--- src/sfl_pkg.sv ---
// sfl_pkg: constants and carrier types for the serial flash link timing block
// assumes a 250 MHz core clock; all counts but the busy lag are derived from it here, which uses CLK_PERIOD_NS
package sfl_pkg;
  localparam int unsigned CLK_MHZ        = 250;
  // times in their own units, as printed
  localparam int unsigned XFR_STD_US     = 250;
  localparam int unsigned XFR_LOW_US     = 300;
  localparam int unsigned EP_MS          = 20;
  localparam int unsigned BSY_LAG_NS     = 200;
  localparam int unsigned CLK_PERIOD_NS  = 4;
  // cycle counts (the shortest time, the busy lag, rounds down)
  localparam int unsigned XFR_STD_CYC    = XFR_STD_US * CLK_MHZ;
  localparam int unsigned XFR_LOW_CYC    = XFR_LOW_US * CLK_MHZ;
  localparam int unsigned EP_CYC         = EP_MS * 1000 * CLK_MHZ;
  localparam int unsigned BSY_LAG_CYC    = BSY_LAG_NS / CLK_PERIOD_NS;
  localparam int unsigned BITS_PER_BYTE  = 8;
  localparam int unsigned ADDR_BYTES     = 3;
  localparam int unsigned CNT_W          = 24;
  // opcodes of self-timed commands
  localparam logic [7:0] OP_XFR_B1       = 8'h53;
  localparam logic [7:0] OP_XFR_B2       = 8'h55;
  localparam logic [7:0] OP_CMP_B1       = 8'h60;
  localparam logic [7:0] OP_CMP_B2       = 8'h61;
  localparam logic [7:0] OP_EP_B1        = 8'h83;
  localparam logic [7:0] OP_EP_B2        = 8'h86;
  localparam logic [7:0] OP_RW_B1        = 8'h58;
  localparam logic [7:0] OP_RW_B2        = 8'h59;
  // address field positions inside the 24 address bits
  localparam int unsigned RSV_MSB        = 23;
  localparam int unsigned RSV_LSB        = 20;
  localparam int unsigned PAGE_MSB       = 19;
  localparam int unsigned PAGE_LSB       = 9;

  typedef enum logic [1:0] {SFL_MODE0, SFL_MODE3} sfl_mode_t;

  // a decoded command leaving the shifter
  typedef struct packed {
    logic [7:0]  opcode;
    logic [10:0] page;
    logic [3:0]  reserved;
    sfl_mode_t   mode;
  } sfl_cmd_t;
endpackage

--- src/sfl_sync.sv ---
// sfl_sync: three-stage synchroniser with agreement filter for one pin
// assumes the pin is asynchronous to clock; output follows after two agreeing samples
`timescale 1ns/1ps
module sfl_sync (
  input  wire logic clock,
  input  wire logic rst_n,
  input  wire logic pin,
  input  wire logic init,
  output logic      level
);
  logic s1;
  logic s2;
  logic s3;
  logic next_level;

  // ===========================================
  // sample chain; s1 only feeds s2 to stay metastability safe
  always_comb begin
    next_level = level;
    if (s2 == s3) begin
      next_level = s3;
    end
  end

  always_ff @(posedge clock) begin
    if (!rst_n) begin
      s1    <= init;
      s2    <= init;
      s3    <= init;
      level <= init;
    end else begin
      s1    <= pin;
      s2    <= s1;
      s3    <= s2;
      level <= next_level;
    end
  end
endmodule

--- src/sfl_link.sv ---
// sfl_link: serial command front end and self-timed busy sequencer
// assumes cs_n, sck, si, reset_n are pins sampled by the 250 MHz clock;
// assumes the host keeps its own power-up, reset and spacing obligations
`timescale 1ns/1ps
// ===========================================
// frame and timing notes
// a frame is one opcode byte and three address bytes, msb first: 32 sck rises
// a frame of any other length raises no cmd_valid and launches nothing, though last_cmd and rsv_nonzero still take its bits
// each pin passes a three-stage sync, so a pin edge is seen about five clocks late;
// that spends about 20 ns of the 200 ns busy budget
// sck high and low phases need two clocks or more each, or edges merge and bits are lost
// the busy timer is a down counter, one count per clock, loaded at the select rise
// the reset pin wins over every state, a running busy period included
// reserved address bits are kept and flagged, never used to address anything
module sfl_link #(
  parameter int unsigned XFR_CYCLES = sfl_pkg::XFR_STD_CYC,
  parameter int unsigned EP_CYCLES  = sfl_pkg::EP_CYC
) (
  input  wire logic       clock,
  input  wire logic       rst_n,
  input  wire logic       cs_n,
  input  wire logic       sck,
  input  wire logic       si,
  input  wire logic       reset_n,
  output logic            rdy_busy_n,
  output sfl_pkg::sfl_cmd_t last_cmd,
  output logic            cmd_valid,
  output logic            rsv_nonzero
);
  typedef enum logic [1:0] {SFL_IDLE, SFL_SHIFT, SFL_BUSY} sfl_state_t;

  // ===========================================
  // internal state
  // filtered pin levels and their one-clock delays for edge finding
  logic                   cs_q;
  logic                   sck_q;
  logic                   si_q;
  logic                   rst_pin_q;
  logic                   cs_d;
  logic                   sck_d;
  // frame counters and shift path
  sfl_state_t             state;
  sfl_state_t             next_state;
  logic [2:0]             bit_cnt;
  logic [2:0]             next_bit_cnt;
  logic [2:0]             byte_cnt;
  logic [2:0]             next_byte_cnt;
  logic [7:0]             shreg;
  logic [7:0]             next_shreg;
  logic [23:0]            addr;
  logic [23:0]            next_addr;
  sfl_pkg::sfl_cmd_t      next_cmd;
  logic                   next_valid;
  logic                   next_rsv;
  // busy timer, loaded at the select rise and counted down once a clock
  logic [sfl_pkg::CNT_W-1:0] timer;
  logic [sfl_pkg::CNT_W-1:0] next_timer;
  logic                   next_busy_n;
  logic                   sck_rise;
  logic                   cs_fall;
  logic                   cs_rise;

  // ===========================================
  // pin synchronisers
  // init values match the idle pins: select high, clock low, reset asserted
  sfl_sync u_cs  (.clock(clock), .rst_n(rst_n), .pin(cs_n),    .init(1'b1), .level(cs_q));
  sfl_sync u_sck (.clock(clock), .rst_n(rst_n), .pin(sck),     .init(1'b0), .level(sck_q));
  sfl_sync u_si  (.clock(clock), .rst_n(rst_n), .pin(si),      .init(1'b0), .level(si_q));
  sfl_sync u_rst (.clock(clock), .rst_n(rst_n), .pin(reset_n), .init(1'b0), .level(rst_pin_q));

  // edge detection on filtered levels
  // sck_d starts low, the idle level of sck, so reset gives no false rise
  assign sck_rise = sck_q && !sck_d;
  assign cs_fall  = !cs_q && cs_d;
  assign cs_rise  = cs_q && !cs_d;

  // self-timed opcodes and their durations
  function automatic logic is_timed(input logic [7:0] op);
    is_timed = (op == sfl_pkg::OP_XFR_B1) || (op == sfl_pkg::OP_XFR_B2) ||
               (op == sfl_pkg::OP_CMP_B1) || (op == sfl_pkg::OP_CMP_B2) ||
               (op == sfl_pkg::OP_EP_B1)  || (op == sfl_pkg::OP_EP_B2)  ||
               (op == sfl_pkg::OP_RW_B1)  || (op == sfl_pkg::OP_RW_B2);
  endfunction

  // the low-voltage transfer time is had by setting XFR_CYCLES at the instance
  function automatic logic [sfl_pkg::CNT_W-1:0] op_cycles(input logic [7:0] op);
    if ((op == sfl_pkg::OP_XFR_B1) || (op == sfl_pkg::OP_XFR_B2) ||
        (op == sfl_pkg::OP_CMP_B1) || (op == sfl_pkg::OP_CMP_B2)) begin
      op_cycles = sfl_pkg::CNT_W'(XFR_CYCLES);
    end else begin
      op_cycles = sfl_pkg::CNT_W'(EP_CYCLES);
    end
  endfunction

  // ===========================================
  // command framing and busy sequencer
  always_comb begin
    next_state    = state;
    next_bit_cnt  = bit_cnt;
    next_byte_cnt = byte_cnt;
    next_shreg    = shreg;
    next_addr     = addr;
    next_cmd      = last_cmd;
    next_valid    = 1'b0;
    next_rsv      = rsv_nonzero;
    next_timer    = timer;
    next_busy_n   = rdy_busy_n;
    case (state)
      SFL_IDLE: begin
        if (cs_fall) begin
          // idle sck level at select fall picks the mode; both are legal
          next_cmd.mode = sck_q ? sfl_pkg::SFL_MODE3 : sfl_pkg::SFL_MODE0;
          // counters restart here, so a cut frame leaves no count behind
          next_bit_cnt  = 3'd0;
          next_byte_cnt = 3'd0;
          next_state    = SFL_SHIFT;
        end
      end
      SFL_SHIFT: begin
        if (sck_rise) begin
          next_shreg   = {shreg[6:0], si_q};
          next_bit_cnt = bit_cnt + 3'd1;
          if (bit_cnt == 3'(sfl_pkg::BITS_PER_BYTE - 1)) begin
            if (byte_cnt == 3'd0) begin
              next_cmd.opcode = {shreg[6:0], si_q};
            end else if (byte_cnt <= 3'(sfl_pkg::ADDR_BYTES)) begin
              next_addr = {addr[15:0], shreg[6:0], si_q};
            end
            // byte_cnt sticks at seven so a runaway frame never wraps to a valid count
            if (byte_cnt != 3'd7) begin
              next_byte_cnt = byte_cnt + 3'd1;
            end
          end
        end
        if (cs_rise) begin
          next_cmd.page     = addr[sfl_pkg::PAGE_MSB:sfl_pkg::PAGE_LSB];
          next_cmd.reserved = addr[sfl_pkg::RSV_MSB:sfl_pkg::RSV_LSB];
          // reserved bits are kept in last_cmd and flagged, never used to address anything
          next_rsv   = (addr[sfl_pkg::RSV_MSB:sfl_pkg::RSV_LSB] != 4'h0);
          next_valid = (byte_cnt == 3'(sfl_pkg::ADDR_BYTES + 1)) && (bit_cnt == 3'd0);
          if (is_timed(last_cmd.opcode) && next_valid) begin
            next_busy_n = 1'b0;
            next_timer  = op_cycles(last_cmd.opcode);
            next_state  = SFL_BUSY;
          end else begin
            next_state = SFL_IDLE;
          end
        end
      end
      SFL_BUSY: begin
        // selects during busy are ignored; the link stays silent
        // a command sent during busy is lost and the host must send it again
        if (timer <= sfl_pkg::CNT_W'(1)) begin
          next_busy_n = 1'b1;
          next_state  = SFL_IDLE;
        end else begin
          next_timer = timer - sfl_pkg::CNT_W'(1);
        end
      end
      default: begin
        next_state = SFL_IDLE;
      end
    endcase
    // the reset pin aborts everything; host holds select high first
    if (!rst_pin_q) begin
      next_state  = SFL_IDLE;
      next_busy_n = 1'b1;
      next_timer  = '0;
      next_valid  = 1'b0;
    end
  end

  // ===========================================
  // state registers
  // the reset pin is handled in the next-state logic; rst_n alone clears here
  always_ff @(posedge clock) begin
    if (!rst_n) begin
      cs_d        <= 1'b1;
      sck_d       <= 1'b0;
      state       <= SFL_IDLE;
      bit_cnt     <= 3'd0;
      byte_cnt    <= 3'd0;
      shreg       <= 8'h00;
      addr        <= 24'h00_0000;
      last_cmd    <= '0;
      cmd_valid   <= 1'b0;
      rsv_nonzero <= 1'b0;
      timer       <= '0;
      rdy_busy_n  <= 1'b1;
    end else begin
      cs_d        <= cs_q;
      sck_d       <= sck_q;
      state       <= next_state;
      bit_cnt     <= next_bit_cnt;
      byte_cnt    <= next_byte_cnt;
      shreg       <= next_shreg;
      addr        <= next_addr;
      last_cmd    <= next_cmd;
      cmd_valid   <= next_valid;
      rsv_nonzero <= next_rsv;
      timer       <= next_timer;
      rdy_busy_n  <= next_busy_n;
    end
  end
endmodule

--- config.mk ---
export PLATFORM = sky130hd
export DESIGN_NAME = sfl_link
export DESIGN_NICKNAME = d
export VERILOG_FILES = /design/src/sfl_pkg.sv /design/src/sfl_sync.sv /design/src/sfl_link.sv
export SDC_FILE = /design/constraint.sdc
export NUM_CORES = 1
export LEC_CHECK = 0
export BUFFER_PORTS_ARGS = -buffer_cell sky130_fd_sc_hd__buf_2
export CORE_ASPECT_RATIO = 1.1
export CORE_MARGIN = 2
export CORE_UTILIZATION = 30
export CTS_CLUSTER_DIAMETER = 40
export DETAILED_ROUTE_END_ITERATION = 8
export GPL_TIMING_DRIVEN = 0
export MAX_ROUTING_LAYER = met4
export PLACE_DENSITY = 0.52
export SETUP_SLACK_MARGIN = 0.4
export SYNTH_ARGS = -nofsm -noshare
export SYNTH_HDL_FRONTEND = slang
export SYNTH_SLANG_ARGS = --single-unit
--- constraint.sdc ---
create_clock -name clock -period 2.2 [get_ports clock]
set_input_delay 0 -clock clock [delete_from_list [all_inputs] [get_ports clock]]
set_output_delay 0 -clock clock [all_outputs]
set_load 0.1 [all_outputs]
==> flow_metrics.py, run 1 <==
metrics = {
    "status": {
        "status": "finished, violations left",
        "violations": "setup timing",
    },
    "clock_tree": {
        "numCtsBuffers": 9,
        "cts-root-buf": "clkbuf_16",
        "cts_tree": "yes",
        "htreeDepth": 3,
        "cts_buffer_depth": 2,
        "clkLatencyLatePin_ps": 350,
        "clk_pin_slew_worst_paths_ps": 80,
        "clock_sinks": 108,
    },
    "layout": {
        "layout.nets": 608,
        "num_antenna_cells": 0,
        "drive_above_1_share_pct": 32.9,
        "area_growth_syn_to_layout_pct": 35.1,
    },
    "place": {
        "place_congestion": 0.817,
        "dp_hpwl_um": 7860,
        "dp_slack_ps": -162,
        "io_buffers": 32,
    },
    "timing": {
        "rsz0062_at_grt": "true",
        "finalCritPeriodShare_pct": 103,
        "fmax_ghz": 0.441,
        "final-setup-viol-count": 12,
        "finalMaxSlewViolations": 0,
        "finalClockSkew_ps": 8.81,
        "worstMarginPinSlew_ps": 623,
        "max-slew-margin-rel_pct": 58.4,
        "hold_viol_final": 0,
        "fin_ws_ps": -69.3,
        "finalCriticalPeriod_ps": 2270,
    },
    "synthesis": {
        "yosys.area.top_type": "dfxtp_1",
        "synthArstFlopShare_pct": 0,
        "yosysTopAreaCellShare_pct": 47.3,
        "ys_types": 64,
        "netlist_top_cells_area": "dfxtp_1, nand2_1, a21boi_0",
        "synthFlopType": "dfxtp_1",
        "syn_nets": 531,
        "synthCells": 516,
        "syn-cell-area_um2": 4570,
        "synth_seq_cells": 108,
        "syn_area_per_cell_um2": 8.86,
        "yosysMostFrequentCell": "dfxtp_1",
        "synthTopCellsByCount": "dfxtp_1, nand2_1, nor2_1, a21oi_1, a21boi_0",
        "ys_seq_area_share_pct": 47.3,
        "synth_edf_count": 0,
        "yosysWarnings": 0,
    },
    "worst_hold_path": {
        "hold_class": "primary input to flop",
    },
    "drt": {
        "drc": 0,
        "ant_nets": 0,
        "drt_first_pass_iters": 6,
        "num_vias": 3917,
        "viasPerCell": 4.93,
        "wirelength_um": 11700,
        "wl_per_cell_um": 14.7,
        "first_iter_violations": 179,
    },
    "worst_setup_path": {
        "slowest_stage": "or4_4",
        "path_class": "flop to flop",
        "critPathMaxFanout": 5,
        "critPathMaxStageDelay_ps": 560,
        "cp-start-kind": "flop",
        "worst_setup_path_end_kind": "flop",
        "cp.arrival_ps": 2510,
        "crit_chain": "or4_4 -> nor4_4 -> buf_4 -> nand3_4 -> nor4_4 -> a31oi_1 -> o221a_4",
        "cpLargestDelayFamily": "simple AND/OR/NAND/NOR gates",
        "cp_data_required_time_ps": 2440,
        "critPathMostFrequentCell": "nor4_4",
        "critPathBufInv": 1,
    },
    "power": {
        "power.total_uw": 3800,
        "leakage_uw": 0.00237,
        "vdd_drop_max_mv": 0.629,
        "power.density_nw_per_um2": 616,
    },
    "global_route": {
        "grt_pass1_vias": 3736,
        "grt_pass1_wl_um": 18300,
        "gr-total-overflow": 0,
        "antenna_found_initial": 0,
        "grt_max_degree": 19,
        "track_usage_pct": 14.7,
    },
    "floorplan": {
        "fp.dieArea_um2": 16200,
        "core_area_um2": 15000,
        "ioPinCount": 34,
        "fp-row-count": 47,
        "initial_core_util_pct": 30.5,
        "die_h_um": 133,
        "die_x_um": 122,
    },
    "job": {
        "drv_cap": 0,
    },
}
-- layer usage --
metal / track usage, % / part of all wire (%) / vias to the layer above
li1: - / - / 1950
met1: 16.9 / 43 / 1878
met2: 24.8 / 51 / 77
met3: 4.32 / 4.2 / 12
met4: 4.41 / 1.2 / 0
met5: - / 0 / -
-- path summary, 6_finish.rpt --
path	from	endpoint	slack, ps	cells past startpoint
max	timer[5]	timer[19]	-70	7
min	rst_n	u_cs.level	170	3
max reg2reg	timer[5]	timer[19]	-70	7
min reg2reg	u_cs.s1	u_cs.s2	410	1
-- placed cells by master (no fill, tap or decap), types with 13 or more instances in the layout --
cell,n
dfxtp_1,85
mux2i_1,17
dfxtp_2,16
nand2_1,68
nor2_1,44
clkbuf_1,13
nand2_4,13
buf_6,13
buf_4,20
buf_2,33
a21oi_1,28
-- registers in the layout (all words and copies together) (netlist names), 2 cells and up --
register and count:
bit_cnt 3, timer 24, last_cmd 24, byte_cnt 3, shreg 7, state 2, addr 24
-- power breakdown --
group	leakage [uW]	switching, uW	internal, uW
logic	0.00132	36.7	26.2
clock network	0.000159	768	1010
registers	0.000886	3.52	1950
total	0.00237	808	2990
-- cell type report --
| cell class | count | area [um2] |
|---|---|---|
| buffer | 24 | 161 |
| clock buffer | 10 | 229 |
| clock inverter | 6 | 93.8 |
| fill | 1510 | 8820 |
| inverter | 12 | 45.0 |
| multi-input combinational | 372 | 2690 |
| sequential | 108 | 2210 |
| tap | 196 | 245 |
| timing repair buffer | 66 | 498 |
-- cell families (layout without fill, tap and decap cells) --
family / count (synthesis) / count (layout) / share of synthesized area [%]
and+or+nand+nor: 222 / 222 / 24.0
AOI/OAI and AO/OA: 113 / 113 / 17.3
DFF: 108 / 108 / 47.3
buffers and inverters: 36 / 118 / 3.26
muxes: 17 / 17 / 3.72
xor gates and xnor gates: 10 / 10 / 1.92
adders and majority gates: 9 / 9 / 2.46
other: 1 / 1 / 0.0821
-- worst register-to-register path: stages, from the launching register on --
cell and delay, ps:
dfxtp_4 350, or4_4 560, nor4_4 270, buf_4 190, nand3_4 150, nor4_4 230
a31oi_1 150, o221a_4 260
-- through the flow --
stage | utilization [%] | hold slack, ps | instance area [um2] | setup TNS (ps) | instances
after floorplan | - | 101 | 4660 | 0 | 516
after global placement | 33.8 | 202 | 5070 | -1110 | 744
after detailed placement | 33.8 | 203 | 5070 | -1110 | 744
after CTS | 38.5 | 182 | 5780 | -1820 | 787
after global routing | 41.2 | 213 | 6170 | -980 | 794
final | 41.2 | 174 | 6170 | -431 | 794
-- timing repair --
action	in CTS	in global routing
setup endpoints to repair	78	68
cloned	2	2
pin swaps	12	50
resized for setup	48	116
hold buffers	4	0
setup buffers	21	5
endpoints found under the hold margin	4	0
(Power assumes the default switching activity.)
==> run 2: changes to the inputs <==
RECOVER_POWER = 50   (was not set)
==> flow_metrics.py, run 2 (same netlist as run 1, synthesis figures left out) <==
metrics = {
    "place": {
        "dpl_cell_area_um2": 5070,
        "dp_slack_ps": -162,
        "dp_hpwl_um": 7860,
        "io_buffers": 32,
        "place_congestion": 0.817,
        "placed_cells": 744,
    },
    "clock_tree": {
        "cts-root-buf": "clkbuf_16",
        "clock_sinks": 108,
        "htreeDepth": 3,
        "cts_buffer_depth": 2,
        "cts_tree": "yes",
        "clk_pin_slew_worst_paths_ps": 70,
        "clkLatencyLatePin_ps": 350,
        "numCtsBuffers": 9,
    },
    "layout": {
        "final_cells": 794,
        "final_common_cell": "dfxtp_1",
        "layout.nets": 608,
        "reg_top3": "addr x24, last_cmd x24, timer x24",
        "fillers": 1536,
        "area_growth_syn_to_layout_pct": 33.6,
        "drive_above_1_share_pct": 27.6,
        "layout_common_cells": "dfxtp_1, nand2_1, nor2_1",
        "finalInstanceArea_um2": 6110,
        "num_antenna_cells": 0,
    },
    "timing": {
        "worstMarginPinSlew_ps": 1220,
        "fin_ws_ps": -57.3,
        "finalCriticalPeriod_ps": 2260,
        "finalClockSkew_ps": 8.72,
        "finalMaxSlewViolations": 0,
        "rsz0062_at_grt": "true",
        "fmax_ghz": 0.443,
        "final-setup-viol-count": 12,
        "max-slew-margin-rel_pct": 19.3,
        "finalCritPeriodShare_pct": 103,
        "hold_viol_final": 0,
        "holdWs_ps": 175,
    },
    "worst_setup_path": {
        "critPathMostFrequentCell": "nor4_4",
        "cp.arrival_ps": 2500,
        "worst_setup_path_end_kind": "flop",
        "critPathMaxStageDelay_ps": 560,
        "critPathMaxFanout": 5,
        "cp-start-kind": "flop",
        "crit_chain": "or4_4 -> nor4_4 -> buf_4 -> nand3_4 -> nor4_4 -> a31oi_1 -> o221a_4",
        "slowest_stage": "or4_4",
        "cp_data_required_time_ps": 2440,
        "path_class": "flop to flop",
    },
    "floorplan": {
        "die_x_um": 122,
        "core_area_um2": 15000,
        "initial_core_util_pct": 30.5,
        "die_h_um": 133,
        "ioPinCount": 34,
        "fp.dieArea_um2": 16200,
        "fp-row-count": 47,
    },
    "global_route": {
        "grt_pass1_wl_um": 18300,
        "grt_max_degree": 19,
        "antenna_found_initial": 0,
        "track_usage_pct": 14.7,
        "grt_pass1_vias": 3736,
        "gr-total-overflow": 0,
    },
    "drt": {
        "num_vias": 3895,
        "viasPerCell": 4.91,
        "ant_nets": 0,
        "first_iter_violations": 178,
        "wl_per_cell_um": 14.7,
        "wirelength_um": 11600,
        "drt_first_pass_iters": 4,
        "drc": 0,
    },
    "worst_hold_path": {
        "hold_class": "primary input to flop",
    },
    "power": {
        "leakage_uw": 0.00223,
        "vdd_drop_max_mv": 0.607,
        "power.density_nw_per_um2": 622,
    },
    "status": {
        "violations": "setup timing",
        "status": "finished, violations left",
    },
    "job": {
        "drv_cap": 0,
    },
}
run 2: cell count changes in the layout (fill, tap and decap cells not counted), sizes merged:
| cell | delta |
|---|---|
| clkbuf | +32 |
| buf | -32 |
run 2: critical path, delay by kind of cell (launching register included):
family | cells | cell delay [ps]
flip-flops | 1 | 350
AO/OA/AOI/OAI | 2 | 410
buffers and inverters | 1 | 190
AND/OR/NAND/NOR | 4 | 1190
run 2: what timing repair did:
| action | CTS | global route |
|---|---|---|
| cloned | 2 | 2 |
| hold buffers | 4 | 0 |
| endpoints found under the setup margin | 78 | 68 |
| gates resized for setup | 48 | 116 |
| buffers inserted | 21 | 5 |
| pin swaps | 12 | 50 |
| hold endpoints to repair | 4 | 0 |
run 2: final cells by class:
cell class	count	area (um2)	area share (%)
Sequential cell	108	2200	36.1
Timing Repair Buffer	66	453	7.42
Inverter	12	45.0	0.738
Buffer	24	151	2.48
Tap cell	196	245	4.02
Clock buffer	10	229	3.75
Clock inverter	6	93.8	1.54
Multi-Input combinational cell	372	2680	44.0
run 2: path summary, 6_finish.rpt:
path / cells after the start / endpoint / start / slack, ps
setup reg to reg: 7 / timer[19] / timer[5] / -60
setup / recovery: 7 / timer[19] / timer[5] / -60
hold reg to reg: 1 / u_cs.s2 / u_cs.s1 / 410
hold / removal: 3 / u_cs.level / rst_n / 180
run 2: report_power, final:
part	switching, uW	total (uW)	internal (uW)	leakage (uW)
Combinational	36.6	62.7	26.1	0.00119
Clock	767	1780	1010	0.000159
Sequential	3.53	1960	1950	0.000885
Total	807	3800	2990	0.00223
run 2: metrics by stage:
stage	TNS (ps)	utilization (%)	total power, uW
2_1_floorplan	0	-	2040
3_3_place_gp	-1110	33.8	2060
3_5_place_dp	-1110	33.8	2060
4_1_cts	-1820	38.5	3860
5_1_grt	-2040	40.7	3940
6_report	-326	40.7	3800
run 2: routing by layer:
layer | wire, um | track usage (%) | vias to the layer above
met2 | 6000 | 24.8 | 72
met4 | 127 | 4.41 | 0
met3 | 506 | 4.32 | 10
li1 | - | - | 1951
met1 | 5010 | 16.9 | 1862
met5 | 0 | - | -
==> run 3: changes to the inputs <==
CTS_BUF_LIST = sky130_fd_sc_hd__clkbuf_8   (was not set)
==> flow_metrics.py, run 3 (same netlist as run 1, synthesis figures left out) <==
metrics = {
    "floorplan": {
        "fp-row-count": 47,
        "initial_core_util_pct": 30.5,
        "fp.dieArea_um2": 16200,
        "die_x_um": 122,
        "ioPinCount": 34,
        "die_h_um": 133,
        "core_area_um2": 15000,
    },
    "worst_setup_path": {
        "slowest_stage": "or4_4",
        "r2r-start": "timer[17]",
        "cpLargestDelayFamily": "simple AND/OR/NAND/NOR gates",
        "crit_chain": "or4_4 -> nor4_4 -> a31o_4 -> a21boi_4 -> buf_12 -> o21ba_4 -> o221a_1",
        "critPathBufInv": 1,
        "cp_data_required_time_ps": 2490,
        "path_class": "flop to flop",
        "r2r_end": "timer[9]",
        "critPathMaxFanout": 7,
        "cp-start-kind": "flop",
        "cp.arrival_ps": 2520,
        "worst_setup_path_end_kind": "flop",
        "r2r.worst_path.cells": 7,
        "critPathMaxStageDelay_ps": 540,
        "ff2ff_setup_slack_ps": -40,
    },
    "drt": {
        "first_iter_violations": 163,
        "drc": 0,
        "wl_per_cell_um": 14.4,
        "viasPerCell": 4.85,
        "num_vias": 3903,
        "wirelength_um": 11500,
        "ant_nets": 0,
        "drt_first_pass_iters": 4,
    },
    "power": {
        "power.density_nw_per_um2": 552,
        "vdd_drop_max_mv": 0.579,
        "leakage_uw": 0.00225,
    },
    "timing": {
        "worstMarginPinSlew_ps": 1210,
        "final-setup-viol-count": 5,
        "finalMaxSlewViolations": 0,
        "finalClockSkew_ps": 13.7,
        "fin_ws_ps": -39.4,
        "fmax_ghz": 0.447,
        "max-slew-margin-rel_pct": 19.5,
        "finalCritPeriodShare_pct": 102,
        "finalCriticalPeriod_ps": 2240,
        "rsz0062_at_grt": "true",
        "hold_viol_final": 0,
    },
    "worst_hold_path": {
        "min_delay_worst_endpoint": "u_cs.level",
        "hp-start": "rst_n",
        "worstHoldPathCells": 3,
        "hold_class": "primary input to flop",
    },
    "layout": {
        "drive_above_1_share_pct": 29.1,
        "finalInstanceArea_um2": 6150,
        "layout_common_cells": "dfxtp_1, nand2_1, nor2_1",
        "fillers": 1519,
        "layout.nets": 618,
        "final_cells": 804,
        "seqCellArea_um2": 2210,
        "final_common_cell": "dfxtp_1",
        "area_growth_syn_to_layout_pct": 34.6,
        "num_antenna_cells": 0,
        "reg_top3": "addr x24, last_cmd x24, timer x24",
        "multi_input_area_um2": 2690,
    },
    "clock_tree": {
        "cts_buffer_depth": 2,
        "numCtsBuffers": 9,
        "htreeDepth": 3,
        "clock_sinks": 108,
        "clk_pin_slew_worst_paths_ps": 110,
        "cts_tree": "yes",
        "clkLatencyLatePin_ps": 380,
        "cts-root-buf": "clkbuf_8",
    },
    "global_route": {
        "grt_pass1_wl_um": 18300,
        "gr-total-overflow": 0,
        "grt_max_degree": 19,
        "antenna_found_initial": 0,
        "grt_pass1_vias": 3745,
        "track_usage_pct": 14.6,
    },
    "status": {
        "status": "finished, violations left",
        "violations": "setup timing",
    },
    "place": {
        "dp_slack_ps": -162,
        "io_buffers": 32,
        "placed_cells": 744,
        "dpl_cell_area_um2": 5070,
        "dp_hpwl_um": 7860,
        "place_congestion": 0.817,
    },
    "job": {
        "drv_cap": 0,
    },
}
run 3: what timing repair did:
action / CTS / global route
gates cloned: 1 / 3
setup buffers: 22 / 14
resized for setup: 45 / 132
endpoints found under the setup margin: 78 / 71
hold buffers: 4 / 0
pin swaps: 8 / 50
endpoints found under the hold margin: 4 / 0
run 3: metal layers:
layer | up-vias | wire, um | GRT usage, %
li1 | 1963 | - | -
met3 | 18 | 375 | 4.15
met1 | 1867 | 5050 | 16.6
met4 | 0 | 194 | 4.53
met2 | 55 | 5930 | 24.6
met5 | - | 0 | -
run 3: worst max-delay path by stage:
| stage | startpoint | to | slack [ps] | depth (start not counted) |
|---|---|---|---|---|
| finish | timer[17] | timer[9] | -40 | 7 |
| global route | timer[17] | timer[14] | -120 | 10 |
| CTS | timer[3] | timer[22] | -110 | 7 |
| detailed placement | u_cs.level | timer[11] | -160 | 6 |
| global placement | timer[3] | timer[9] | -150 | 6 |
| floorplan | timer[4] | timer[9] | 150 | 6 |
run 3: through the flow:
stage	power, uW	hold slack, ps	setup TNS (ps)	utilization [%]
after floorplan	2040	101	0	-
after global placement	2060	202	-1110	33.8
after detailed placement	2060	203	-1110	33.8
after CTS	3450	136	-1190	38.0
after global routing	3520	166	-864	41.0
final	3390	142	-94.7	41.0
run 3: tightest hold or removal path, stage by stage:
cell      delay (ps)
buf_2            160
clkbuf_1         210
o21ai_0          110
run 3: final cells by class:
type                       count  area share [%]
multi-input combinational    372            43.7
sequential                   108            35.9
inverter                      12           0.773
clock inverter                 7            1.59
timing repair buffer          76            9.44
buffer                        24            2.58
tap                          196            3.99
clock buffer                   9            2.01
run 3: where the power goes:
part           switching (uW)  total (uW)  internal, uW
registers                3.52        1960          1950
clock network             719        1370           652
logic                    36.7        62.8          26.0
total                     759        3390          2630
